`src/dfs_defines.vh`:
```
/*
  dfs_defines.vh - register offsets, fault codes, levels and timing constants
  for the drive fault supervisor.
  assumes: included by its bare name before any module that uses it.
*/
`ifndef DFS_DEFINES_VH
`define DFS_DEFINES_VH

// register byte offsets (word aligned)
`define DFS_REG_CTRL 8'h00
`define DFS_REG_CFG 8'h04
`define DFS_REG_WARN 8'h08
`define DFS_REG_ALARM 8'h0C
`define DFS_REG_STAT 8'h10
`define DFS_REG_LEVEL 8'h14

// ctrl fields (write 1 to act)
`define DFS_CTRL_RESET_BIT 0

// cfg fields
`define DFS_CFG_AUTORST_BIT 0
`define DFS_CFG_MOTOR_ALARM_BIT 1
`define DFS_CFG_THREE_PHASE_BIT 2
`define DFS_CFG_BRAKE_BIT 3
`define DFS_CFG_RESET 4'h4

// fault bit positions in warning and alarm words
`define DFS_F_LIVE_ZERO 0
`define DFS_F_PHASE_LOSS 1
`define DFS_F_VOLT_HIGH 2
`define DFS_F_VOLT_LOW 3
`define DFS_F_OVERVOLT 4
`define DFS_F_UNDERVOLT 5
`define DFS_F_INV_OVL 6
`define DFS_F_MOTOR_OVL 7
`define DFS_F_THERMISTOR 8
`define DFS_F_CUR_LIMIT 9
`define DFS_F_OVERCURRENT 10
`define DFS_F_EARTH 11
`define DFS_F_SWMODE 12
`define DFS_F_SHORT 13
`define DFS_F_SER_TIMEOUT 14
`define DFS_F_OPT_TIMEOUT 15
`define DFS_F_FREQ_RANGE 16
`define DFS_F_OPT_COMM 17
`define DFS_F_INRUSH 18
`define DFS_F_OVERTEMP 19
`define DFS_F_INTERNAL 20
`define DFS_F_TUNING 21
`define DFS_F_LOCKED 22
`define DFS_NFAULT 23

// class masks over the fault bits
`define DFS_WARN_CAPABLE 23'h4B_C7FF
`define DFS_ALARM_CAPABLE 23'h3E_FFF3
`define DFS_LOCK_CAPABLE 23'h14_3C33

// dc-link levels in volts
`define DFS_UV_LEVEL 10'd410
`define DFS_LOW_WARN 10'd440
`define DFS_HIGH_WARN 10'd765
`define DFS_HIGH_WARN_BRK 10'd800
`define DFS_OV_LEVEL 10'd820

// overload counter thresholds in percent
`define DFS_OVL_WARN 7'd98
`define DFS_OVL_TRIP 7'd100
`define DFS_OVL_RELEASE 7'd90

// timing: tick period in us and persistence delays in ms
`define DFS_CLK_MHZ 50
`define DFS_TICK_US 1000
`define DFS_TICK_CYC (`DFS_TICK_US * `DFS_CLK_MHZ)
`define DFS_HIGH_MS 5000
`define DFS_LOW_MS 2000
`define DFS_OV_MS 5000
`define DFS_UV_MS 2000
`define DFS_OFF_MS 500

`endif

```
`src/dfs_supervisor.v`:
```
/*
  dfs_supervisor.v - drive fault supervisor: classifies faults, times dc-link
  excursions into trips, runs overload thresholds, gates reset sources and
  drives the warning/alarm indicators; avalon-mm slave for software.
  assumes: power-stage flags and pins are asynchronous and are synchronised
  here; the host bus is on i_mclk.
*/
//
// What this block does
// - warning shows only while its fault condition lasts
// - alarm keeps flashing after cause clears until an accepted reset
// - locked trip flashes both lamps; clears only after power cycle and reset
// - manual reset from panel key, digital input or serial command
// - automatic reset option selectable in configuration
// - motor thermal fault configurable as warning or alarm
// - trip coasts motor, both blink; fault gone leaves alarm blinking
// - accepted reset returns the drive to ready
// - codes 2,4,7,8,13 warn/alarm/lock; 9-12,17,18,34,36 warn/alarm
// - codes 14,15,16,35,37-45 alarm-only and locked
// - tuning codes alarm-only unlocked; codes 5,6,33,99 warning-only
// - live zero when analog input below half its minimum scaling
// - phase loss checked only on three-phase supply
// - above high warning: warn, trip overvoltage if persistent
// - below low warning: warn, trip undervoltage if persistent
// - above overvoltage limit inverter off, trip after delay
// - below undervoltage limit inverter off, trip after delay
// - power-down briefly shows low-voltage and undervoltage warnings together
// - overload counter warns at 98 percent, trips at 100 percent
// - overload trip not resettable until counter below 90 percent
// - alarm word readable as an accumulated set; warning and status words read live
`include "dfs_defines.vh"
`default_nettype none

module dfs_supervisor #(
  parameter TICK_CYC = `DFS_TICK_CYC
) (
  // clock and reset
  input wire i_mclk,
  input wire i_arst_n,
  // power-stage and monitor inputs (asynchronous)
  input wire [9:0] i_dc_link_voltage,
  input wire [11:0] i_analog_in,
  input wire [11:0] i_analog_min,
  input wire i_phase_loss,
  input wire [6:0] i_ovl_pct,
  input wire [`DFS_NFAULT-1:0] i_fault_raw,
  input wire i_mains_off,
  input wire i_mains_present,
  // reset sources (asynchronous)
  input wire i_key_reset,
  input wire i_din_reset,
  // avalon-mm slave
  input wire [7:0] i_avs_address,
  input wire i_avs_read,
  input wire i_avs_write,
  input wire [31:0] i_avs_writedata,
  output reg [31:0] o_avs_readdata,
  output reg o_avs_waitrequest,
  // drive and indicators
  output reg o_inverter_en,
  output reg o_ready,
  output reg o_warn_led,
  output reg o_alarm_led
);

  ////////////////////////////////////////////////////////////////////////
  // input synchronisers: two flops before any logic reads a pin
  localparam SW = 10 + 24 + 1 + 7 + `DFS_NFAULT + 4;
  wire [SW-1:0] async_in;
  reg [SW-1:0] sync1_r;
  reg [SW-1:0] sync2_r;
  assign async_in = {i_dc_link_voltage, i_analog_in, i_analog_min, i_phase_loss, i_ovl_pct,
                     i_fault_raw, i_mains_off, i_mains_present, i_key_reset, i_din_reset};
  // multi-bit values may tear for one sample; dc-link trips only act after persistence
  always @(posedge i_mclk or negedge i_arst_n) begin
    if (!i_arst_n) begin
      sync1_r <= {SW{1'b0}};
      sync2_r <= {SW{1'b0}};
    end else begin
      sync1_r <= async_in;
      sync2_r <= sync1_r;
    end
  end
  wire [9:0] dc_link_voltage = sync2_r[SW-1 -: 10];
  wire [11:0] ain = sync2_r[SW-11 -: 12];
  wire [11:0] amin = sync2_r[SW-23 -: 12];
  wire ph_loss = sync2_r[SW-35];
  wire [6:0] ovl = sync2_r[SW-36 -: 7];
  wire [`DFS_NFAULT-1:0] fraw = sync2_r[SW-43 -: `DFS_NFAULT];
  wire mains_off = sync2_r[3];
  wire mains_on = sync2_r[2];
  wire key_rst = sync2_r[1];
  wire din_rst = sync2_r[0];

  ////////////////////////////////////////////////////////////////////////
  // configuration and software reset strobe
  reg [3:0] cfg_r;
  reg sw_reset_r;
  reg key_d_r;
  reg din_d_r;
  wire cfg_auto = cfg_r[`DFS_CFG_AUTORST_BIT];
  wire cfg_motor_alarm = cfg_r[`DFS_CFG_MOTOR_ALARM_BIT];
  wire cfg_3ph = cfg_r[`DFS_CFG_THREE_PHASE_BIT];
  wire cfg_brake = cfg_r[`DFS_CFG_BRAKE_BIT];

  ////////////////////////////////////////////////////////////////////////
  // prescaled tick and persistence timers
  reg [31:0] presc_r;
  reg tick_r;
  always @(posedge i_mclk or negedge i_arst_n) begin
    if (!i_arst_n) begin
      presc_r <= 32'h0000_0000;
      tick_r <= 1'b0;
    end else if (presc_r >= TICK_CYC - 1) begin
      presc_r <= 32'h0000_0000;
      tick_r <= 1'b1;
    end else begin
      presc_r <= presc_r + 32'h0000_0001;
      tick_r <= 1'b0;
    end
  end

  // dc-link comparisons
  wire [9:0] high_lvl = cfg_brake ? `DFS_HIGH_WARN_BRK : `DFS_HIGH_WARN;
  wire c_high = dc_link_voltage > high_lvl;
  wire c_low = dc_link_voltage < `DFS_LOW_WARN;
  wire c_ov = dc_link_voltage > `DFS_OV_LEVEL;
  wire c_uv = dc_link_voltage < `DFS_UV_LEVEL;

  // one timer per condition; each restarts when its condition clears
  reg [15:0] t_high_r;
  reg [15:0] t_low_r;
  reg [15:0] t_ov_r;
  reg [15:0] t_uv_r;
  reg [15:0] t_off_r;
  wire exp_high = t_high_r >= `DFS_HIGH_MS;
  wire exp_low = t_low_r >= `DFS_LOW_MS;
  wire exp_ov = t_ov_r >= `DFS_OV_MS;
  wire exp_uv = t_uv_r >= `DFS_UV_MS;
  wire off_brief = mains_off && (t_off_r < `DFS_OFF_MS);
  always @(posedge i_mclk or negedge i_arst_n) begin
    if (!i_arst_n) begin
      t_high_r <= 16'h0000;
      t_low_r <= 16'h0000;
      t_ov_r <= 16'h0000;
      t_uv_r <= 16'h0000;
      t_off_r <= 16'h0000;
    end else begin
      t_high_r <= !c_high ? 16'h0000 : (tick_r && !exp_high) ? t_high_r + 16'h0001 : t_high_r;
      t_low_r <= !c_low ? 16'h0000 : (tick_r && !exp_low) ? t_low_r + 16'h0001 : t_low_r;
      t_ov_r <= !c_ov ? 16'h0000 : (tick_r && !exp_ov) ? t_ov_r + 16'h0001 : t_ov_r;
      t_uv_r <= !c_uv ? 16'h0000 : (tick_r && !exp_uv) ? t_uv_r + 16'h0001 : t_uv_r;
      t_off_r <= !mains_off ? 16'h0000 : (tick_r && off_brief) ? t_off_r + 16'h0001 : t_off_r;
    end
  end

  ////////////////////////////////////////////////////////////////////////
  // live fault vector and classification
  reg [`DFS_NFAULT-1:0] cond;
  reg [`DFS_NFAULT-1:0] trip_now;
  always @* begin
    cond = fraw;
    cond[`DFS_F_LIVE_ZERO] = fraw[`DFS_F_LIVE_ZERO] | ({1'b0, ain} < {1'b0, amin[11:1]});
    cond[`DFS_F_PHASE_LOSS] = cfg_3ph & (ph_loss | fraw[`DFS_F_PHASE_LOSS]);
    cond[`DFS_F_VOLT_HIGH] = c_high;
    cond[`DFS_F_VOLT_LOW] = c_low | off_brief;
    cond[`DFS_F_OVERVOLT] = c_ov;
    cond[`DFS_F_UNDERVOLT] = c_uv | off_brief;
    cond[`DFS_F_INV_OVL] = ovl >= `DFS_OVL_WARN;
    // a fault trips only when its class allows an alarm
    trip_now = fraw & `DFS_ALARM_CAPABLE;
    trip_now[`DFS_F_LIVE_ZERO] = cond[`DFS_F_LIVE_ZERO] & fraw[`DFS_F_LIVE_ZERO];
    trip_now[`DFS_F_PHASE_LOSS] = cond[`DFS_F_PHASE_LOSS] & ph_loss;
    trip_now[`DFS_F_OVERVOLT] = exp_high | exp_ov;
    trip_now[`DFS_F_UNDERVOLT] = exp_low | exp_uv;
    trip_now[`DFS_F_INV_OVL] = ovl >= `DFS_OVL_TRIP;
    trip_now[`DFS_F_MOTOR_OVL] = fraw[`DFS_F_MOTOR_OVL] & cfg_motor_alarm;
    trip_now[`DFS_F_THERMISTOR] = fraw[`DFS_F_THERMISTOR] & cfg_motor_alarm;
  end
  // warnings are live only: no memory, they vanish with the cause
  wire [`DFS_NFAULT-1:0] warn_now = cond & `DFS_WARN_CAPABLE;

  ////////////////////////////////////////////////////////////////////////
  // latched alarms, lock, reset gating
  reg [`DFS_NFAULT-1:0] alarm_r;
  reg locked_r;
  reg power_cycled_r;
  wire key_edge = key_rst & ~key_d_r;
  wire din_edge = din_rst & ~din_d_r;
  wire manual_rst = key_edge | din_edge | sw_reset_r;
  wire auto_rst = cfg_auto & ~|(trip_now) & ~locked_r;
  wire ovl_block = alarm_r[`DFS_F_INV_OVL] & (ovl >= `DFS_OVL_RELEASE);
  // a locked trip needs a mains removal since it latched before reset counts
  wire lock_ok = ~locked_r | (power_cycled_r & mains_on);
  wire rst_accept = (manual_rst | auto_rst) & ~ovl_block & lock_ok & (|alarm_r);
  wire [`DFS_NFAULT-1:0] new_trip = trip_now & ~alarm_r;
  always @(posedge i_mclk or negedge i_arst_n) begin
    if (!i_arst_n) begin
      alarm_r <= {`DFS_NFAULT{1'b0}};
      locked_r <= 1'b0;
      power_cycled_r <= 1'b0;
      key_d_r <= 1'b0;
      din_d_r <= 1'b0;
    end else begin
      key_d_r <= key_rst;
      din_d_r <= din_rst;
      // a trip arriving with the reset wins over the clear
      if (rst_accept)
        alarm_r <= trip_now;
      else
        alarm_r <= alarm_r | trip_now;
      if (|(new_trip & `DFS_LOCK_CAPABLE))
        locked_r <= 1'b1;
      else if (rst_accept)
        locked_r <= 1'b0;
      if (!locked_r || rst_accept)
        power_cycled_r <= 1'b0;
      else if (mains_off)
        power_cycled_r <= 1'b1;
    end
  end

  ////////////////////////////////////////////////////////////////////////
  // indicators: blink from the tick, inverter gating and ready
  reg [8:0] blink_r;
  always @(posedge i_mclk or negedge i_arst_n) begin
    if (!i_arst_n) begin
      blink_r <= 9'h000;
      o_warn_led <= 1'b0;
      o_alarm_led <= 1'b0;
      o_inverter_en <= 1'b0;
      o_ready <= 1'b0;
    end else begin
      if (tick_r)
        blink_r <= blink_r + 9'h001;
      // on a trip both blink while the cause is there; locked keeps both
      o_alarm_led <= (|alarm_r) & blink_r[8];
      o_warn_led <= ((|warn_now) | (|(alarm_r & trip_now)) | locked_r) & blink_r[8];
      // coast on any trip, and hold off while voltage is outside hard limits
      o_inverter_en <= ~(|alarm_r) & ~c_ov & ~c_uv & ~mains_off;
      o_ready <= ~(|alarm_r);
    end
  end

  ////////////////////////////////////////////////////////////////////////
  // avalon-mm slave: one wait state, answer at the second edge
  reg busy_r;
  always @(posedge i_mclk or negedge i_arst_n) begin
    if (!i_arst_n) begin
      busy_r <= 1'b0;
      o_avs_waitrequest <= 1'b1;
      o_avs_readdata <= 32'h0000_0000;
      cfg_r <= `DFS_CFG_RESET;
      sw_reset_r <= 1'b0;
    end else begin
      sw_reset_r <= 1'b0;
      if ((i_avs_read || i_avs_write) && !busy_r) begin
        busy_r <= 1'b1;
        o_avs_waitrequest <= 1'b0;
        if (i_avs_write) begin
          if (i_avs_address == `DFS_REG_CTRL)
            sw_reset_r <= i_avs_writedata[`DFS_CTRL_RESET_BIT];
          else if (i_avs_address == `DFS_REG_CFG)
            cfg_r <= i_avs_writedata[3:0];
        end
        if (i_avs_read) begin
          if (i_avs_address == `DFS_REG_CFG)
            o_avs_readdata <= {28'h000_0000, cfg_r};
          else if (i_avs_address == `DFS_REG_WARN)
            o_avs_readdata <= {9'h000, warn_now};
          else if (i_avs_address == `DFS_REG_ALARM)
            o_avs_readdata <= {9'h000, alarm_r};
          else if (i_avs_address == `DFS_REG_STAT)
            o_avs_readdata <= {25'h000_0000, ovl_block, lock_ok, power_cycled_r, locked_r,
                               o_inverter_en, o_ready, |alarm_r};
          else if (i_avs_address == `DFS_REG_LEVEL)
            o_avs_readdata <= {15'h0000, ovl, dc_link_voltage};
          else
            o_avs_readdata <= 32'h0000_0000;
        end
      end else begin
        busy_r <= 1'b0;
        o_avs_waitrequest <= 1'b1;
      end
    end
  end

endmodule
`default_nettype wire

```
`config.mk`:
```
export PLATFORM = sky130hd
export DESIGN_NAME = dfs_supervisor
export DESIGN_NICKNAME = d
export VERILOG_FILES = /design/src/dfs_supervisor.v
export VERILOG_INCLUDE_DIRS = /design/src
export SDC_FILE = /design/constraint.sdc
export NUM_CORES = 1
export LEC_CHECK = 0
export ABC_AREA = 1
export CORE_UTILIZATION = 30
export CTS_CLUSTER_SIZE = 40
export DETAILED_ROUTE_END_ITERATION = 6
export DONT_BUFFER_PORTS = 1
export GPL_TIMING_DRIVEN = 0
export SLEW_MARGIN = 20
export SYNTH_ARGS = -nofsm -noshare
export SYNTH_HDL_FRONTEND = slang
export SYNTH_SLANG_ARGS = --single-unit
export TNS_END_PERCENT = 1
```
`constraint.sdc`:
```
create_clock -name i_mclk -period 5.55 [get_ports i_mclk]
set_input_delay 1.11 -clock i_mclk [delete_from_list [all_inputs] [get_ports i_mclk]]
set_output_delay 1.11 -clock i_mclk [all_outputs]
set_load 0.01 [all_outputs]
```
* Word level (Yosys, flattened, before mapping)
Cells that the tools add are included.
** Cells by class
- Add/subtract/negate cells :: 7
- Order comparisons :: 14
- Equal/unequal tests :: 10
- Mux-type cells :: 28
- Bitwise gates (word level) :: 44
- Reduce and logical (&&, ||, !) cells :: 26
** Operators by type and width (number)
- 2-to-1 mux 16 bit :: 10
- 2-to-1 mux 23 bit :: 4
- adder 16 x 1 -> 16 bit (second input constant) :: 5
- OR reduction 23 bit :: 2
- 2-to-1 mux 17 bit :: 2
- adder 32 x 1 -> 32 bit (second input constant) :: 1
- >= comparator 16 x 11 -> 1 bit (second input constant) :: 2
- >= comparator 16 x 13 -> 1 bit (second input constant) :: 2
- >= comparator 32 x 16 -> 1 bit (second input constant) :: 1
- 2-to-1 mux 32 bit :: 1
- bitwise AND 23 x 22 -> 23 bit :: 1
- bitwise OR 23 x 22 -> 23 bit :: 1
- bitwise AND 21 bit :: 1
- >= comparator 7 bit (second input constant) :: 3
- NOT 21 bit :: 1
- less-than comparator 10 x 9 -> 1 bit (second input constant) :: 2
- bitwise AND 1 bit :: 19
- OR reduction 19 bit :: 1
- OR reduction 17 bit :: 1
- equality test 8 x 4 -> 1 bit (second input constant) :: 2
- equality test 8 x 5 -> 1 bit (second input constant) :: 2
- less-than comparator 16 x 9 -> 1 bit (second input constant) :: 1
- less-than comparator 12 x 11 -> 1 bit :: 1
- bitwise OR 1 bit :: 12
- 16 further kinds :: 51
** Word-level totals
- Bits in registers :: 330
- Output and inout port bits :: 37
- Word-level logic and storage cells :: 153

* Depth between registers and ports, before layout
- Depth after elaboration :: 13
- Mapped depth :: 13
- Gate-level depth less buffers :: 13

* Worst setup path after synthesis
Ideal clock, no wire load.
- Path kind :: in2reg
- Start :: in i_avs_address[5]
- End :: reg cfg_r[1]
- Setup time :: 0.125 ns
- Data arrival time :: 2.014 ns
- Required time :: 5.425 ns
- Slack :: 3.411 ns
- Stages on the path :: 7
- Cells stage by stage :: nor2_1 nand3_1 inv_1 nand2_1 inv_2 nand3_1 mux2_2
** On the way
- Longest elaborated chain between the ends :: 3
- Elaborated cells on any way between the ends :: 4
- Those cells by class :: 1 x eq/ne; 1 x bitwise; 2 x reduce/logical
** Ends and longest elaborated chain
- start, declared :: RTL line dfs_supervisor.v:53 : input wire [7:0] i_avs_address,
- zero test 8 bit (no source line)
- NOT 1 bit (no source line)
- AND reduction 4 bit (no source line) (*)
- end signal, assigned :: RTL line dfs_supervisor.v:253 : cfg_r <= `DFS_CFG_RESET;
- end signal, assigned :: RTL line dfs_supervisor.v:264 : cfg_r <= i_avs_writedata[3:0];
- end, declared :: RTL line dfs_supervisor.v:97 : reg [3:0] cfg_r;
Mark *: on every way between the ends. The rest lies on a longest branch, timed or not.
A chain may end at the register's enable or synchronous reset.

* Worst setup path after layout
- Start :: in i_avs_address[5]
- End :: reg o_avs_readdata[1]
** On the way
- Longest elaborated chain between the ends :: 6
- Elaborated cells on any way between the ends :: 10
- Those cells by class :: 5 x eq/ne; 5 x mux
** Ends and longest elaborated chain
- equality test 8 x 5 -> 1 bit (no source line)
- 2-to-1 mux 17 bit :: RTL line dfs_supervisor.v:276 : else if (i_avs_address == `DFS_REG_LEVEL)
- 2-to-1 mux 17 bit :: RTL line dfs_supervisor.v:273 : else if (i_avs_address == `DFS_REG_STAT)
- 2-to-1 mux 23 bit :: RTL line dfs_supervisor.v:271 : else if (i_avs_address == `DFS_REG_ALARM)
- 2-to-1 mux 23 bit :: RTL line dfs_supervisor.v:269 : else if (i_avs_address == `DFS_REG_WARN)
- 2-to-1 mux 23 bit (*) :: RTL line dfs_supervisor.v:267 : if (i_avs_address == `DFS_REG_CFG)
- end signal, assigned :: RTL line dfs_supervisor.v:268 : o_avs_readdata <= {28'h000_0000, cfg_r};
- end signal, assigned :: RTL line dfs_supervisor.v:270 : o_avs_readdata <= {9'h000, warn_now};
- end signal, assigned :: RTL line dfs_supervisor.v:272 : o_avs_readdata <= {9'h000, alarm_r};
- end, declared :: RTL line dfs_supervisor.v:57 : output reg [31:0] o_avs_readdata,
Marks and branches as above.

==> impl_results.rst <==
.. list-table::
   :header-rows: 1

   * - Metric
     - Value
   * - CTS Buffer Depth
     - 3
   * - Setup crit end kind
     - flip-flop
   * - Post-detailed-placement cell area
     - around 13000 µm²
   * - Final-report max-slew violation count
     - 0
   * - Core utilization of the finished layout
     - 35.5%
   * - Cell type with the highest aggregate area in the netlist
     - sky130_fd_sc_hd__dfrtp_1
   * - Number of vias after detailed routing
     - 8799
   * - DR DRC count
     - 3
   * - Average vias per placed instance
     - 4.53
   * - Share of Yosys cell area claimed by the top area cell type
     - between 60% and 70%
   * - Number of buffers inserted by post-CTS setup repair
     - 0
   * - Iteration-0 DRC count of the detailed router
     - 707
   * - Count of endpoints failing hold in the final timing report
     - 0
   * - Number of warning messages in the yosys log
     - 0
   * - Setup TNS
     - 0 ns
   * - Ratio of final minimum period to clock period
     - roughly two fifths
   * - Number of violations of the max-capacitance limit
     - 0
   * - Finish-stage setup viols
     - 0
   * - Achievable frequency
     - between 400 and 500 MHz
   * - Combinational group share of total power
     - between 4 and 5%
   * - Initial core utilization
     - a little under a third
   * - Number of global-route vias before repair
     - roughly 8800
   * - Top cells by count, synth
     - sky130_fd_sc_hd__nand2_1 (307), sky130_fd_sc_hd__dfrtp_1 (303), sky130_fd_sc_hd__inv_1 (164)
   * - Count of clock tree sinks
     - ~300
   * - # resized after CTS
     - 0
   * - Highest ir drop seen on vdd
     - between 0.2 and 0.3 mV
   * - Worst Clk Skew
     - between 0.02 and 0.025 ns
   * - Residual overflow from global routing
     - 0
   * - Number of enable-type register cells in the synthesized netlist
     - 0
   * - Routed Wire Length
     - around 28 mm
   * - Clock insertion delay at the later pin of the skew report
     - approximately 0.52 ns
   * - Number of iterations in the first detailed-routing pass
     - 7
   * - Worst path required time
     - roughly 6.0 ns
   * - Share of the yosys chip area belonging to registers
     - between 60% and 70%
   * - Chip Width
     - around 210 µm
   * - Overall die height
     - between 200 and 250 µm
   * - Maximum number of pins on one net before global-route repair
     - between 300 and 400
   * - Total number of placement rows
     - 74
   * - Cell count after placement
     - between 1500 and 2000
   * - Dpl ws
     - roughly 2.8 ns
   * - Clock edge transition at the registers on the reported setup and hold paths
     - approximately 0.060 ns
   * - Power density cells
     - roughly 350 nW/µm²
   * - Internal power component
     - about 4.0 mW
   * - Measured slew at the worst slew-check pin
     - just over 0.6 ns
   * - Area Overhead vs Synth
     - 16.0%
   * - Flop pwr share
     - approximately 47%
   * - Hold_buf cts
     - 0
   * - Clock root buffer master
     - sky130_fd_sc_hd__clkbuf_16
   * - Antenna violations before repair
     - 1
   * - Full die area
     - ~43000 µm²
   * - Wire length of the first global-routing pass
     - 46.2 mm
   * - Clock tree from TritonCTS
     - yes
   * - Standby leakage power
     - just under 7 nW
   * - Power spent charging and discharging nets
     - 1.14 mW
   * - Count of antenna diodes in the layout
     - 0
   * - Setup CP Type
     - primary input to flip-flop
   * - Register bit total from synthesis
     - 305
   * - Outcome
     - finished with violations
   * - Number of primary I/O pins
     - 150
   * - Proportion of total power due to net switching
     - approximately 22%
   * - Area of the mapped netlist
     - 12600 µm²
   * - Crit path setup slack, layout
     - about 3.3 ns
   * - Gate count after technology mapping
     - roughly 1300
   * - Most frequently used cell type in the post-synthesis netlist
     - sky130_fd_sc_hd__nand2_1
   * - Tot GR Track Use
     - around 13%
   * - Final routed wire length divided by cell count
     - about 15 µm
   * - Non-filler cells, final
     - 1943
   * - Setup repair after global routing missed its margin
     - no
   * - Proportion of synthesized flip-flops having asynchronous set or reset
     - 100%
   * - Final critical-path required period
     - around 2.2 ns
   * - Number of levels in the clock H-tree
     - 2
   * - Power share of the clock group
     - 47.8%
   * - Category of the worst setup path launch point
     - primary input
   * - Port-buffer cells
     - 0
   * - Number of buffers created by CTS
     - 34
   * - Placer Congestion
     - 0.917
   * - Number of distinct library cell variants in the gate-level netlist after synthesis
     - 50
   * - Post-layout net count
     - around 1500
   * - Slew Limit Headroom
     - roughly three fifths
   * - Main synth FF type
     - sky130_fd_sc_hd__dfrtp_1
   * - Top cells by area in the synthesized netlist
     - sky130_fd_sc_hd__dfrtp_1 (60%), sky130_fd_sc_hd__nand2_1 (9.1%), sky130_fd_sc_hd__inv_1 (4.9%)
   * - Min-Delay Path Class
     - primary input to async pin
   * - Data arrival time of the worst path
     - about 2.7 ns
   * - Post-synthesis average cell area
     - 9.52 µm²
   * - Post-route cell area
     - approximately 15000 µm²
   * - Antenna Violating Nets Remaining
     - 0
   * - Share of cells above drive strength 1
     - a little under a tenth
   * - Half-perimeter wire length of the detailed placement result
     - just over 20 mm
   * - Largest fanout on the critical path
     - 8
   * - Violated checks
     - DRC
   * - Core Footprint
     - 41200 µm²
## power groups by stage
| stage | clock network [mW] | logic (mW) | registers, mW |
|---|---|---|---|
| after floorplan | 0 | 0.191 | 2.44 |
| after global placement | 0 | 0.241 | 2.47 |
| after detailed placement | 0 | 0.247 | 2.47 |
| after CTS | 2.53 | 0.248 | 2.43 |
| after global routing | 2.62 | 0.288 | 2.45 |
| final | 2.46 | 0.247 | 2.43 |
## cells in the final DEF (no fill, tap or decap), drive strengths merged, types with 2 or more instances in the layout
master and n:
buf 22, clkinv 4, or2 4, mux2 2, nor3 29, xnor2 10
o2111ai 2, inv 179, clkinvlp 2, nor4 10, o211ai 2, a22o 2
clkbuf 54, nand3 64, o21bai 3, bufinv 5, conb 25, o21ai 56
o22ai 12, nand4 34, a21oi 47, dfstp 2, o31ai 15, xor2 21
ha 28, nor2 151, dfrtp 303, nand2 315
## kinds of logic after synthesis
group	Yosys count	synth area share [%]
other	1	0.0297
muxes	2	0.178
AOI/OAI and AO/OA	145	6.74
xor gates and xnor gates	31	2.15
and+or+nand+nor	609	21.1
DFF	305	60.5
adders and majority gates	28	2.78
buffers and inverters	204	6.56
## per-stage QoR
| stage | hold WS, ns | power, mW |
|---|---|---|
| 2_1_floorplan | 0.331 | 2.63 |
| 3_3_place_gp | 0.333 | 2.71 |
| 3_5_place_dp | 0.335 | 2.72 |
| 4_1_cts | 0.276 | 5.21 |
| 5_1_grt | 0.288 | 5.35 |
| 6_report | 0.299 | 5.14 |
## final cells by class
cell class / instances / area [µm²]
fill: 4113 / 26600
sequential: 305 / 7630
multi-input combinational: 840 / 4250
clock buffer: 50 / 1060
inverter: 178 / 676
tap: 532 / 666
clock inverter: 12 / 196
buffer: 26 / 153
## final timing paths
kind,slack (ns),from,cells past startpoint,endpoint
worst min register to register,0.34,sync1_r[60]$_DFF_PN0_,0,sync2_r[60]$_DFF_PN0_
worst min-delay path,0.30,i_arst_n,0,alarm_r[9]$_DFF_PN0_
min in group i_mclk,0.34,sync1_r[60]$_DFF_PN0_,0,sync2_r[60]$_DFF_PN0_
worst max register to register,3.36,cfg_r[3]$_DFFE_PN0P_,11,o_avs_readdata[2]$_DFFE_PN0P_
worst max-delay path,3.33,i_avs_address[5],9,o_avs_readdata[1]$_DFFE_PN0P_
max in group asynchronous,4.79,i_arst_n,0,o_avs_waitrequest$_DFF_PN1_
## sequential cells by signal (all words and copies together), names as in the netlist, 4 cells and up
signal          flops
t_off_r            16
blink_r             9
cfg_r               4
t_low_r            16
o_avs_readdata     23
presc_r            32
sync1_r            63
t_ov_r             16
sync2_r            63
t_high_r           16
alarm_r            19
t_uv_r             16
## critical path, stage by stage
cell                      delay, ns
sky130_fd_sc_hd__nor2_1        0.12
sky130_fd_sc_hd__nand3_1       0.11
sky130_fd_sc_hd__nor2_1        0.25
sky130_fd_sc_hd__nand2_1       0.32
sky130_fd_sc_hd__inv_1         0.36
sky130_fd_sc_hd__nand2_1       0.09
sky130_fd_sc_hd__nand3_1       0.10
sky130_fd_sc_hd__o21ai_0       0.09
sky130_fd_sc_hd__o21ai_0       0.09
## routing by layer
layer / vias up / share of wire, % / track usage (%)
met5: - / 0.028 / 0
met4: 2 / 3.5 / 5.35
met3: 65 / 6.6 / 3.14
met2: 220 / 45 / 20.9
met1: 4195 / 45 / 18.2
li1: 4317 / - / -
Power figures use the tool's default switching activity.
